**src/common/icc_pkg.sv**
```systemverilog
// Purpose: shared constants for the four-channel input capture unit
// Assumes: 32-bit classic Wishbone, printed offsets are word indices
// Notes:   byte address of a register is four times its index
package icc_pkg;

  // ----------------------------------------------------------------
  // sizes
  // ----------------------------------------------------------------
  localparam int NCH   = 4;
  localparam int TS_W  = 16;
  localparam int DEPTH = 4;
  localparam int IDX_W = 10;

  // ----------------------------------------------------------------
  // register indices: first, second, seventh, eighth channel
  // ----------------------------------------------------------------
  localparam logic [IDX_W-1:0] BUF_IDX [0:NCH-1] =
    '{10'h140, 10'h144, 10'h158, 10'h15C};
  localparam logic [IDX_W-1:0] CTRL_IDX [0:NCH-1] =
    '{10'h142, 10'h146, 10'h15A, 10'h15E};

  // ----------------------------------------------------------------
  // channel_control_reg fields
  // ----------------------------------------------------------------
  localparam int MODE_LSB = 0;
  localparam int NE_BIT   = 3;
  localparam int OVF_BIT  = 4;
  localparam int EPI_LSB  = 5;
  localparam int TB_BIT   = 7;
  localparam logic [2:0] MODE_RESET = 3'h0;
  localparam logic [1:0] EPI_RESET  = 2'h0;
  localparam logic       TB_RESET   = 1'b0;

  // ----------------------------------------------------------------
  // capture_mode_sel encodings
  // ----------------------------------------------------------------
  localparam logic [2:0] MODE_OFF    = 3'h0;
  localparam logic [2:0] MODE_EVERY  = 3'h1;
  localparam logic [2:0] MODE_FALL   = 3'h2;
  localparam logic [2:0] MODE_RISE   = 3'h3;
  localparam logic [2:0] MODE_RISE4  = 3'h4;
  localparam logic [2:0] MODE_RISE16 = 3'h5;
  localparam logic [2:0] MODE_WAKE   = 3'h7;

  // prescaler terminal counts (count of rising edges minus one)
  localparam logic [3:0] PRESC4_LAST  = 4'h3;
  localparam logic [3:0] PRESC16_LAST = 4'hF;

endpackage

```
**src/verilog/icc_fifo.sv**
```systemverilog
// Purpose: four-deep shifting capture buffer for one channel
// Assumes: push is only offered when not full or together with a pop
// Notes:   head word comes straight from a register
`timescale 1ns/100ps
module icc_fifo #(
  parameter int W     = 16,
  parameter int DEPTH = 4
) (
  input  wire logic         clk_i,
  input  wire logic         rst_i,
  input  wire logic         push_i,
  input  wire logic [W-1:0] data_i,
  input  wire logic         pop_i,
  output logic      [W-1:0] head_o,
  output logic              full_o,
  output logic              empty_o
);

  localparam int CW = $clog2(DEPTH) + 1;
  localparam logic [CW-1:0] CNT_FULL = CW'(DEPTH);

  typedef struct packed {
    logic [DEPTH-1:0][W-1:0] mem;
    logic [CW-1:0]           cnt;
  } icc_fifo_s;

  icc_fifo_s q;
  icc_fifo_s d;

  always_comb
  begin
    d = q;
    // oldest word leaves, the rest move one place forward
    if (pop_i && q.cnt != '0)
    begin
      for (int i = 0; i < DEPTH - 1; i++)
        d.mem[i] = q.mem[i+1];
      d.cnt = q.cnt - 1'b1;
    end
    if (push_i && d.cnt != CNT_FULL)
    begin
      for (int i = 0; i < DEPTH; i++)
        if (CW'(i) == d.cnt)
          d.mem[i] = data_i;
      d.cnt = d.cnt + 1'b1;
    end
  end

  always_ff @(posedge clk_i)
  begin
    if (rst_i)
      q <= '0;
    else
      q <= d;
  end

  assign head_o  = q.mem[0];
  assign full_o  = (q.cnt == CNT_FULL);
  assign empty_o = (q.cnt == '0);

endmodule

```
**src/verilog/icc_top.sv**
```systemverilog
// Purpose: four-channel input capture unit with Wishbone registers
// Assumes: capture pins and timebases are synchronous to clk_i
// Notes:   channel_irq_flag pulses feed an external flag register
//
// What this block does
// - four independent channels, each fully separate
// - three-bit mode in control bits two-zero
// - capture every falling, or every rising edge
// - capture every fourth or sixteenth rising edge
// - capture on every edge, both directions
// - three prescale settings inside the mode field
// - prescaler cleared while channel is off
// - reset clears every prescaler
// - four-entry sixteen-bit buffer per channel
// - not-empty flag set until buffer drained
// - read returns oldest, rest move forward
// - capture into full buffer sets overflow, except in every-edge mode
// - overflowing capture is dropped
// - after overflow, store nothing until drained
// - each channel raises capture interrupts
// - control bit seven picks timebase, b default
// - every-edge mode: irq each edge, no overflow
// - control bits six-five set events per irq
// - mode seven: rising-edge interrupt only, wakes
`timescale 1ns/100ps
module icc_top #(
  parameter int ADR_W = 12
) (
  input  wire logic                       clk_i,
  input  wire logic                       rst_i,
  input  wire logic                       wb_cyc_i,
  input  wire logic                       wb_stb_i,
  input  wire logic                       wb_we_i,
  input  wire logic [ADR_W-1:0]           wb_adr_i,
  input  wire logic [3:0]                 wb_sel_i,
  input  wire logic [31:0]                wb_dat_i,
  output logic      [31:0]                wb_dat_o,
  output logic                            wb_ack_o,
  input  wire logic [icc_pkg::NCH-1:0]    cap_pin_i,
  input  wire logic [icc_pkg::TS_W-1:0]   timebase_a_i,
  input  wire logic [icc_pkg::TS_W-1:0]   timebase_b_i,
  output logic      [icc_pkg::NCH-1:0]    channel_irq_flag_o,
  output logic      [icc_pkg::NCH-1:0]    buffer_not_empty_flag_o,
  output logic      [icc_pkg::NCH-1:0]    capture_overflow_flag_o
);

  localparam int NCH  = icc_pkg::NCH;
  localparam int TS_W = icc_pkg::TS_W;

  // ----------------------------------------------------------------
  // state
  // ----------------------------------------------------------------
  typedef struct packed {
    logic [NCH-1:0]        pin;
    logic [NCH-1:0][3:0]   presc;
    logic [NCH-1:0][1:0]   evcnt;
    logic [NCH-1:0][2:0]   mode;
    logic [NCH-1:0][1:0]   epi;
    logic [NCH-1:0]        tbsel;
    logic [NCH-1:0]        ovf;
    logic [NCH-1:0]        irq;
    logic                  ack;
    logic [31:0]           dat;
  } icc_state_s;

  icc_state_s q;
  icc_state_s d;

  logic [NCH-1:0]            push;
  logic [NCH-1:0]            pop;
  logic [NCH-1:0]            full;
  logic [NCH-1:0]            empty;
  logic [NCH-1:0][TS_W-1:0]  head;
  logic [NCH-1:0][TS_W-1:0]  stamp;

  // ----------------------------------------------------------------
  // address decode
  // ----------------------------------------------------------------
  // one-hot channel match of a byte address against an index table
  function automatic logic [NCH-1:0] chan_hit(
    input logic [ADR_W-1:0]           adr,
    input logic [icc_pkg::IDX_W-1:0]  tbl [0:NCH-1]
  );
    logic [NCH-1:0] h;
    h = '0;
    for (int c = 0; c < NCH; c++)
      h[c] = (adr[1:0] == 2'h0) &&
             (adr[ADR_W-1:2] == (ADR_W-2)'(tbl[c]));
    return h;
  endfunction

  logic [NCH-1:0] hit_buf;
  logic [NCH-1:0] hit_ctrl;
  logic           take;

  assign hit_buf  = chan_hit(wb_adr_i, icc_pkg::BUF_IDX);
  assign hit_ctrl = chan_hit(wb_adr_i, icc_pkg::CTRL_IDX);
  // one access per request: the ack cycle itself is never retaken
  assign take     = wb_cyc_i && wb_stb_i && !q.ack;

  // ----------------------------------------------------------------
  // next state
  // ----------------------------------------------------------------
  always_comb
  begin
    logic rise;
    logic fall;
    logic hit;
    rise  = 1'b0;
    fall  = 1'b0;
    hit   = 1'b0;
    d     = q;
    d.ack = take;
    d.irq = '0;
    push  = '0;
    pop   = '0;

    // register access comes first so a capture event can win
    if (take)
    begin
      d.dat = 32'h0000_0000;
      for (int c = 0; c < NCH; c++)
      begin
        if (hit_ctrl[c] && wb_we_i && wb_sel_i[0])
        begin
          d.mode[c]  = wb_dat_i[icc_pkg::MODE_LSB +: 3];
          d.epi[c]   = wb_dat_i[icc_pkg::EPI_LSB +: 2];
          d.tbsel[c] = wb_dat_i[icc_pkg::TB_BIT];
          // writing zero to the overflow bit clears it
          if (!wb_dat_i[icc_pkg::OVF_BIT])
            d.ovf[c] = 1'b0;
        end
        if (hit_ctrl[c] && !wb_we_i)
        begin
          d.dat[icc_pkg::MODE_LSB +: 3] = q.mode[c];
          d.dat[icc_pkg::NE_BIT]        = !empty[c];
          d.dat[icc_pkg::OVF_BIT]       = q.ovf[c];
          d.dat[icc_pkg::EPI_LSB +: 2]  = q.epi[c];
          d.dat[icc_pkg::TB_BIT]        = q.tbsel[c];
        end
        if (hit_buf[c] && !wb_we_i)
        begin
          d.dat[TS_W-1:0] = head[c];
          pop[c]          = 1'b1;
        end
      end
    end

    for (int c = 0; c < NCH; c++)
    begin
      rise       = cap_pin_i[c] && !q.pin[c];
      fall       = !cap_pin_i[c] && q.pin[c];
      hit        = 1'b0;
      d.pin[c]   = cap_pin_i[c];
      case (q.mode[c])
        icc_pkg::MODE_OFF:
        begin
          d.presc[c] = 4'h0;
          d.evcnt[c] = 2'h0;
        end
        icc_pkg::MODE_EVERY:  hit = rise || fall;
        icc_pkg::MODE_FALL:   hit = fall;
        icc_pkg::MODE_RISE:   hit = rise;
        icc_pkg::MODE_RISE4:
        begin
          if (rise)
          begin
            hit        = (q.presc[c] >= icc_pkg::PRESC4_LAST);
            d.presc[c] = hit ? 4'h0 : q.presc[c] + 4'h1;
          end
        end
        icc_pkg::MODE_RISE16:
        begin
          if (rise)
          begin
            hit        = (q.presc[c] == icc_pkg::PRESC16_LAST);
            d.presc[c] = hit ? 4'h0 : q.presc[c] + 4'h1;
          end
        end
        icc_pkg::MODE_WAKE:   d.irq[c] = rise;
        default:              hit = 1'b0;
      endcase

      if (hit)
      begin
        if (full[c])
        begin
          if (q.mode[c] != icc_pkg::MODE_EVERY)
            d.ovf[c] = 1'b1;
        end
        else if (!q.ovf[c] || empty[c])
          push[c] = 1'b1;

        if (q.mode[c] == icc_pkg::MODE_EVERY)
          d.irq[c] = 1'b1;
        else if (q.evcnt[c] == q.epi[c])
        begin
          d.irq[c]   = 1'b1;
          d.evcnt[c] = 2'h0;
        end
        else
          d.evcnt[c] = q.evcnt[c] + 2'h1;
      end
    end
  end

  // ----------------------------------------------------------------
  // registers
  // ----------------------------------------------------------------
  always_ff @(posedge clk_i)
  begin
    if (rst_i)
    begin
      q       <= '0;
      q.mode  <= {NCH{icc_pkg::MODE_RESET}};
      q.epi   <= {NCH{icc_pkg::EPI_RESET}};
      q.tbsel <= {NCH{icc_pkg::TB_RESET}};
    end
    else
      q <= d;
  end

  // ----------------------------------------------------------------
  // capture buffers
  // ----------------------------------------------------------------
  genvar g;
  generate
    for (g = 0; g < NCH; g++)
    begin : g_ch
      assign stamp[g] = q.tbsel[g] ? timebase_a_i : timebase_b_i;

      icc_fifo #(
        .W     (TS_W),
        .DEPTH (icc_pkg::DEPTH)
      ) u_fifo (
        .clk_i   (clk_i),
        .rst_i   (rst_i),
        .push_i  (push[g]),
        .data_i  (stamp[g]),
        .pop_i   (pop[g]),
        .head_o  (head[g]),
        .full_o  (full[g]),
        .empty_o (empty[g])
      );
    end
  endgenerate

  // ----------------------------------------------------------------
  // outputs
  // ----------------------------------------------------------------
  assign wb_dat_o                = q.dat;
  assign wb_ack_o                = q.ack;
  assign channel_irq_flag_o      = q.irq;
  assign buffer_not_empty_flag_o = ~empty;
  assign capture_overflow_flag_o = q.ovf;

endmodule

```
**config.mk**
```make
export PLATFORM = sky130hd
export DESIGN_NAME = icc_top
export DESIGN_NICKNAME = d
export VERILOG_FILES = /design/src/common/icc_pkg.sv /design/src/verilog/icc_fifo.sv /design/src/verilog/icc_top.sv
export SDC_FILE = /design/constraint.sdc
export NUM_CORES = 1
export LEC_CHECK = 0
export ABC_CLOCK_PERIOD_IN_PS = 2810
export BUFFER_PORTS_ARGS = -buffer_cell sky130_fd_sc_hd__buf_2
export CELL_PAD_IN_SITES_DETAIL_PLACEMENT = 1
export CELL_PAD_IN_SITES_GLOBAL_PLACEMENT = 1
export CORE_MARGIN = 1.5
export CORE_UTILIZATION = 42
export DETAILED_ROUTE_END_ITERATION = 6
export GPL_ROUTABILITY_DRIVEN = 0
export GPL_TIMING_DRIVEN = 1
export PLACE_DENSITY = 0.86
export SYNTH_ARGS = -nofsm -noshare
export SYNTH_HDL_FRONTEND = slang
export SYNTH_SLANG_ARGS = --single-unit
```
**constraint.sdc**
```tcl
create_clock -name clk_i -period 2.81 [get_ports clk_i]
set_input_delay 0.4215 -clock clk_i [delete_from_list [all_inputs] [get_ports clk_i]]
set_output_delay 0.4215 -clock clk_i [all_outputs]
set_load 0.01 [all_outputs]
```
==> results.sh <==
export IMPL_clk_latency_ns=0.54
export IMPL_core_um2=43400
export IMPL_via_count=16828
export IMPL_worstSetupStartpointType="flop"
export IMPL_clk_pin_slew_ns=0.06
export IMPL_comb_power_share_pct=4.9
export IMPL_finalNetCount=2319
export IMPL_critPathArrivalTime_ns=3.27
export IMPL_clk_path_buf_depth=3
export IMPL_yosys_warnings=0
export IMPL_syn_area_per_cell_um2=8.87
export IMPL_grt_busiest_layer="met2"
export IMPL_dieArea_um2=45500
export IMPL_drive_gt1_share_pct=21.6
export IMPL_layout_setup_ws_ns=-0.0304
export IMPL_cts_tree="done"
export IMPL_drtPass1Iterations=6
export IMPL_status="finished with violations"
export IMPL_finalSetupTns_ns=-0.289
export IMPL_antenna_found_initial=3
export IMPL_startpoint="wb_ack_o"
export IMPL_stdcell_count=2808
export IMPL_p_leak_uw=0.00908
export IMPL_critPathMaxFanout=16
export IMPL_area_delta_synth_final_pct=17.7
export IMPL_slew_violations=0
export IMPL_h_tree_depth=2
export IMPL_p_seq_share_pct=46.4
export IMPL_via_per_inst=5.99
export IMPL_r2r_start="wb_ack_o"
export IMPL_fin_skew_ns=0.0124
export IMPL_initial_core_util_pct=42.8
export IMPL_numCtsBuffers=40
export IMPL_grt_overflow_total=0
export IMPL_intPower_uw=8070
export IMPL_met3_usage_pct=3.72
export IMPL_synth_yosys_seq_area_share_pct=37.2
export IMPL_p_per_area_nw_per_um2=485
export IMPL_drt_iter0_drc=1466
export IMPL_post_route_util_pct=50.4
export IMPL_switching_power_uw=2520
export IMPL_wl_per_cell_um=22.8
export IMPL_min_period_ns=2.84
export IMPL_synth_ff_type="dfxtp_1"
export IMPL_hp_start="cap_pin_i[3]"
export IMPL_violations="setup timing"
export IMPL_worstMarginPinSlew_ns=0.871
export IMPL_use_met2_pct=48.8
export IMPL_min_path_cells=3
export IMPL_setup_violations=17
export IMPL_die_h_um=213
export IMPL_synthesis_area_um2=18600
export IMPL_first_global_vias=17843
export IMPL_cp_required_ns=3.24
export IMPL_numPortBuffers=89
export IMPL_ctsHoldBuffers=0
export IMPL_grt_first_pass_wirelength_mm=98.3
export IMPL_r2r_cells=12
export IMPL_fp_dieW_um=213
export IMPL_hpwl_mm=42.4
export IMPL_p_clk_share_pct=48.8
export IMPL_mostFrequentLayoutCell="dfxtp_1"
export IMPL_fmax_mhz=352
export IMPL_synth_edf_count=0
export IMPL_num_rows=76
export IMPL_maxCapViolations=0
export IMPL_period_share_pct=101
export IMPL_antenna_left=0
export IMPL_synth_cell_types=92
export IMPL_final_cell_mix="dfxtp_1 (343), nand2_1 (285), mux2i_1 (203)"
export IMPL_hold_viol_final=0
export IMPL_ys_async_sr_fraction_pct=0
export IMPL_gr_usage_met1_pct=31.8
export IMPL_syn_inst=2093
export IMPL_switching_share_pct=23.8
export IMPL_worstHoldPathType="in -> reg"
export IMPL_path_class="reg -> reg"
export IMPL_relSlewSlack_pct=41.9
export IMPL_finalWirelength_mm=64.0
export IMPL_route_detailed_drc=0
export IMPL_peakVddDrop_mv=0.343
export IMPL_dp_cells=2721
export IMPL_p_total_uw=10600
export IMPL_grt_max_degree=74
export IMPL_clock_sinks=345
export IMPL_io_pins=134
export IMPL_root_buffer="clkbuf_16"
export IMPL_gr_usage_all_layers_pct=27.5
export IMPL_endpoint_kind="flop"
export IMPL_ys_ff_latch=345
## routing by layer
layer | vias up | routed length, µm
met3 | 213 | 3320
li1 | 7586 | -
met4 | 4 | 3570
met2 | 596 | 31600
met1 | 8429 | 25500
met5 | - | 21
## metrics by stage
| step | hold WS, ns | cell area (µm²) | setup slack, ns |
|---|---|---|---|
| floorplan | 0.432 | 18700 | -0.0839 |
| global placement | 0.449 | 20200 | -0.263 |
| detailed placement | 0.466 | 20200 | -0.312 |
| CTS | 0.131 | 21700 | 0.00645 |
| global route | 0.158 | 21800 | -0.107 |
| finish | 0.140 | 21800 | -0.0304 |
## cell type report
| type | instances | area, µm² |
|---|---|---|
| repair buffers | 241 | 1990 |
| clock buffers | 56 | 1140 |
| clock inverters | 14 | 139 |
| fillers | 4952 | 21500 |
| diodes | 1 | 2.50 |
| multi-input cells | 1528 | 10800 |
| flip-flops and latches | 345 | 6910 |
| inverters | 38 | 145 |
| well taps | 585 | 732 |
## Yosys cell counts (7+ instances only)
cell type | count | area, µm²
and3_1 | 10 | 62.6
ha_1 | 36 | 450
a22oi_1 | 8 | 60.1
buf_4 | 47 | 353
mux2_2 | 103 | 1160
clkbuf_1 | 97 | 364
nor3_1 | 12 | 60.1
mux2i_1 | 205 | 2050
a22o_1 | 16 | 140
nand2_1 | 286 | 1070
nand4_1 | 10 | 62.6
nand2b_1 | 21 | 131
mux2_1 | 29 | 327
buf_1 | 17 | 63.8
o31ai_1 | 117 | 878
o211a_1 | 7 | 70.1
o32ai_1 | 8 | 70.1
or3_1 | 8 | 50.1
dfxtp_1 | 345 | 6910
buf_2 | 31 | 155
a31oi_1 | 12 | 75.1
nand3_1 | 84 | 420
o21ai_0 | 47 | 235
inv_1 | 38 | 143
a21oi_1 | 151 | 756
nor2b_1 | 56 | 350
and2_1 | 13 | 81.3
xnor2_1 | 8 | 70.1
nor2_1 | 137 | 514
## timing repair
action | in CTS | in global routing
cloned | 3 | 3
setup buffers | 5 | 7
pin swaps | 4 | 9
resized for setup | 15 | 27
setup endpoints to repair | 67 | 121
## power groups by stage
| stage | clock [µW] | combinational (µW) | sequential [µW] |
|---|---|---|---|
| global route | 5400 | 546 | 4910 |
| CTS | 5200 | 501 | 4910 |
| global placement | 0 | 467 | 5020 |
| detailed placement | 0 | 489 | 5020 |
| finish | 5160 | 515 | 4910 |
| floorplan | 0 | 275 | 5020 |
## cells by family (layout without fill, tap and decap cells)
kind of cell             after synthesis  count (layout)  synth area share (%)
buffers and inverters                235             349                  6.11
other                                  1              17                0.0202
multiplexers                         343             343                  19.8
flip-flops                           345             345                  37.2
AO/OA/AOI/OAI                        433             433                  16.0
XOR/XNOR                              14              14                 0.661
adder cells (fa/ha/maj)               36              36                  2.43
AND/OR/NAND/NOR                      686             686                  17.8
## path summary, 6_finish.rpt
kind | slack [ns] | to
worst max register to register | -0.03 | g_ch[1].u_fifo.q[66]
worst min-delay path | 0.14 | q[92]
worst min register to register | 0.47 | wb_dat_o[1]
worst max-delay path | -0.03 | g_ch[1].u_fifo.q[66]
## critical path: stages, from the launching register on
cell	delay [ns]
dfxtp_2	0.33
buf_4	0.14
and4bb_1	0.28
buf_6	0.15
nand3_4	0.08
o21ai_0	0.40
o21ai_4	0.12
buf_4	0.16
ha_1	0.20
ha_1	0.19
nand4_1	0.12
buf_12	0.18
mux2_2	0.36
## flip-flops by register name, summed over array words and instances (netlist names)
signal,flops
channel_irq_flag_o,4
g_ch.u_fifo.q,204
wb_ack_o,1
wb_dat_o,16
g_ch.u_fifo.head_o,64
q,52
capture_overflow_flag_o,4
(Power assumes the default switching activity.)
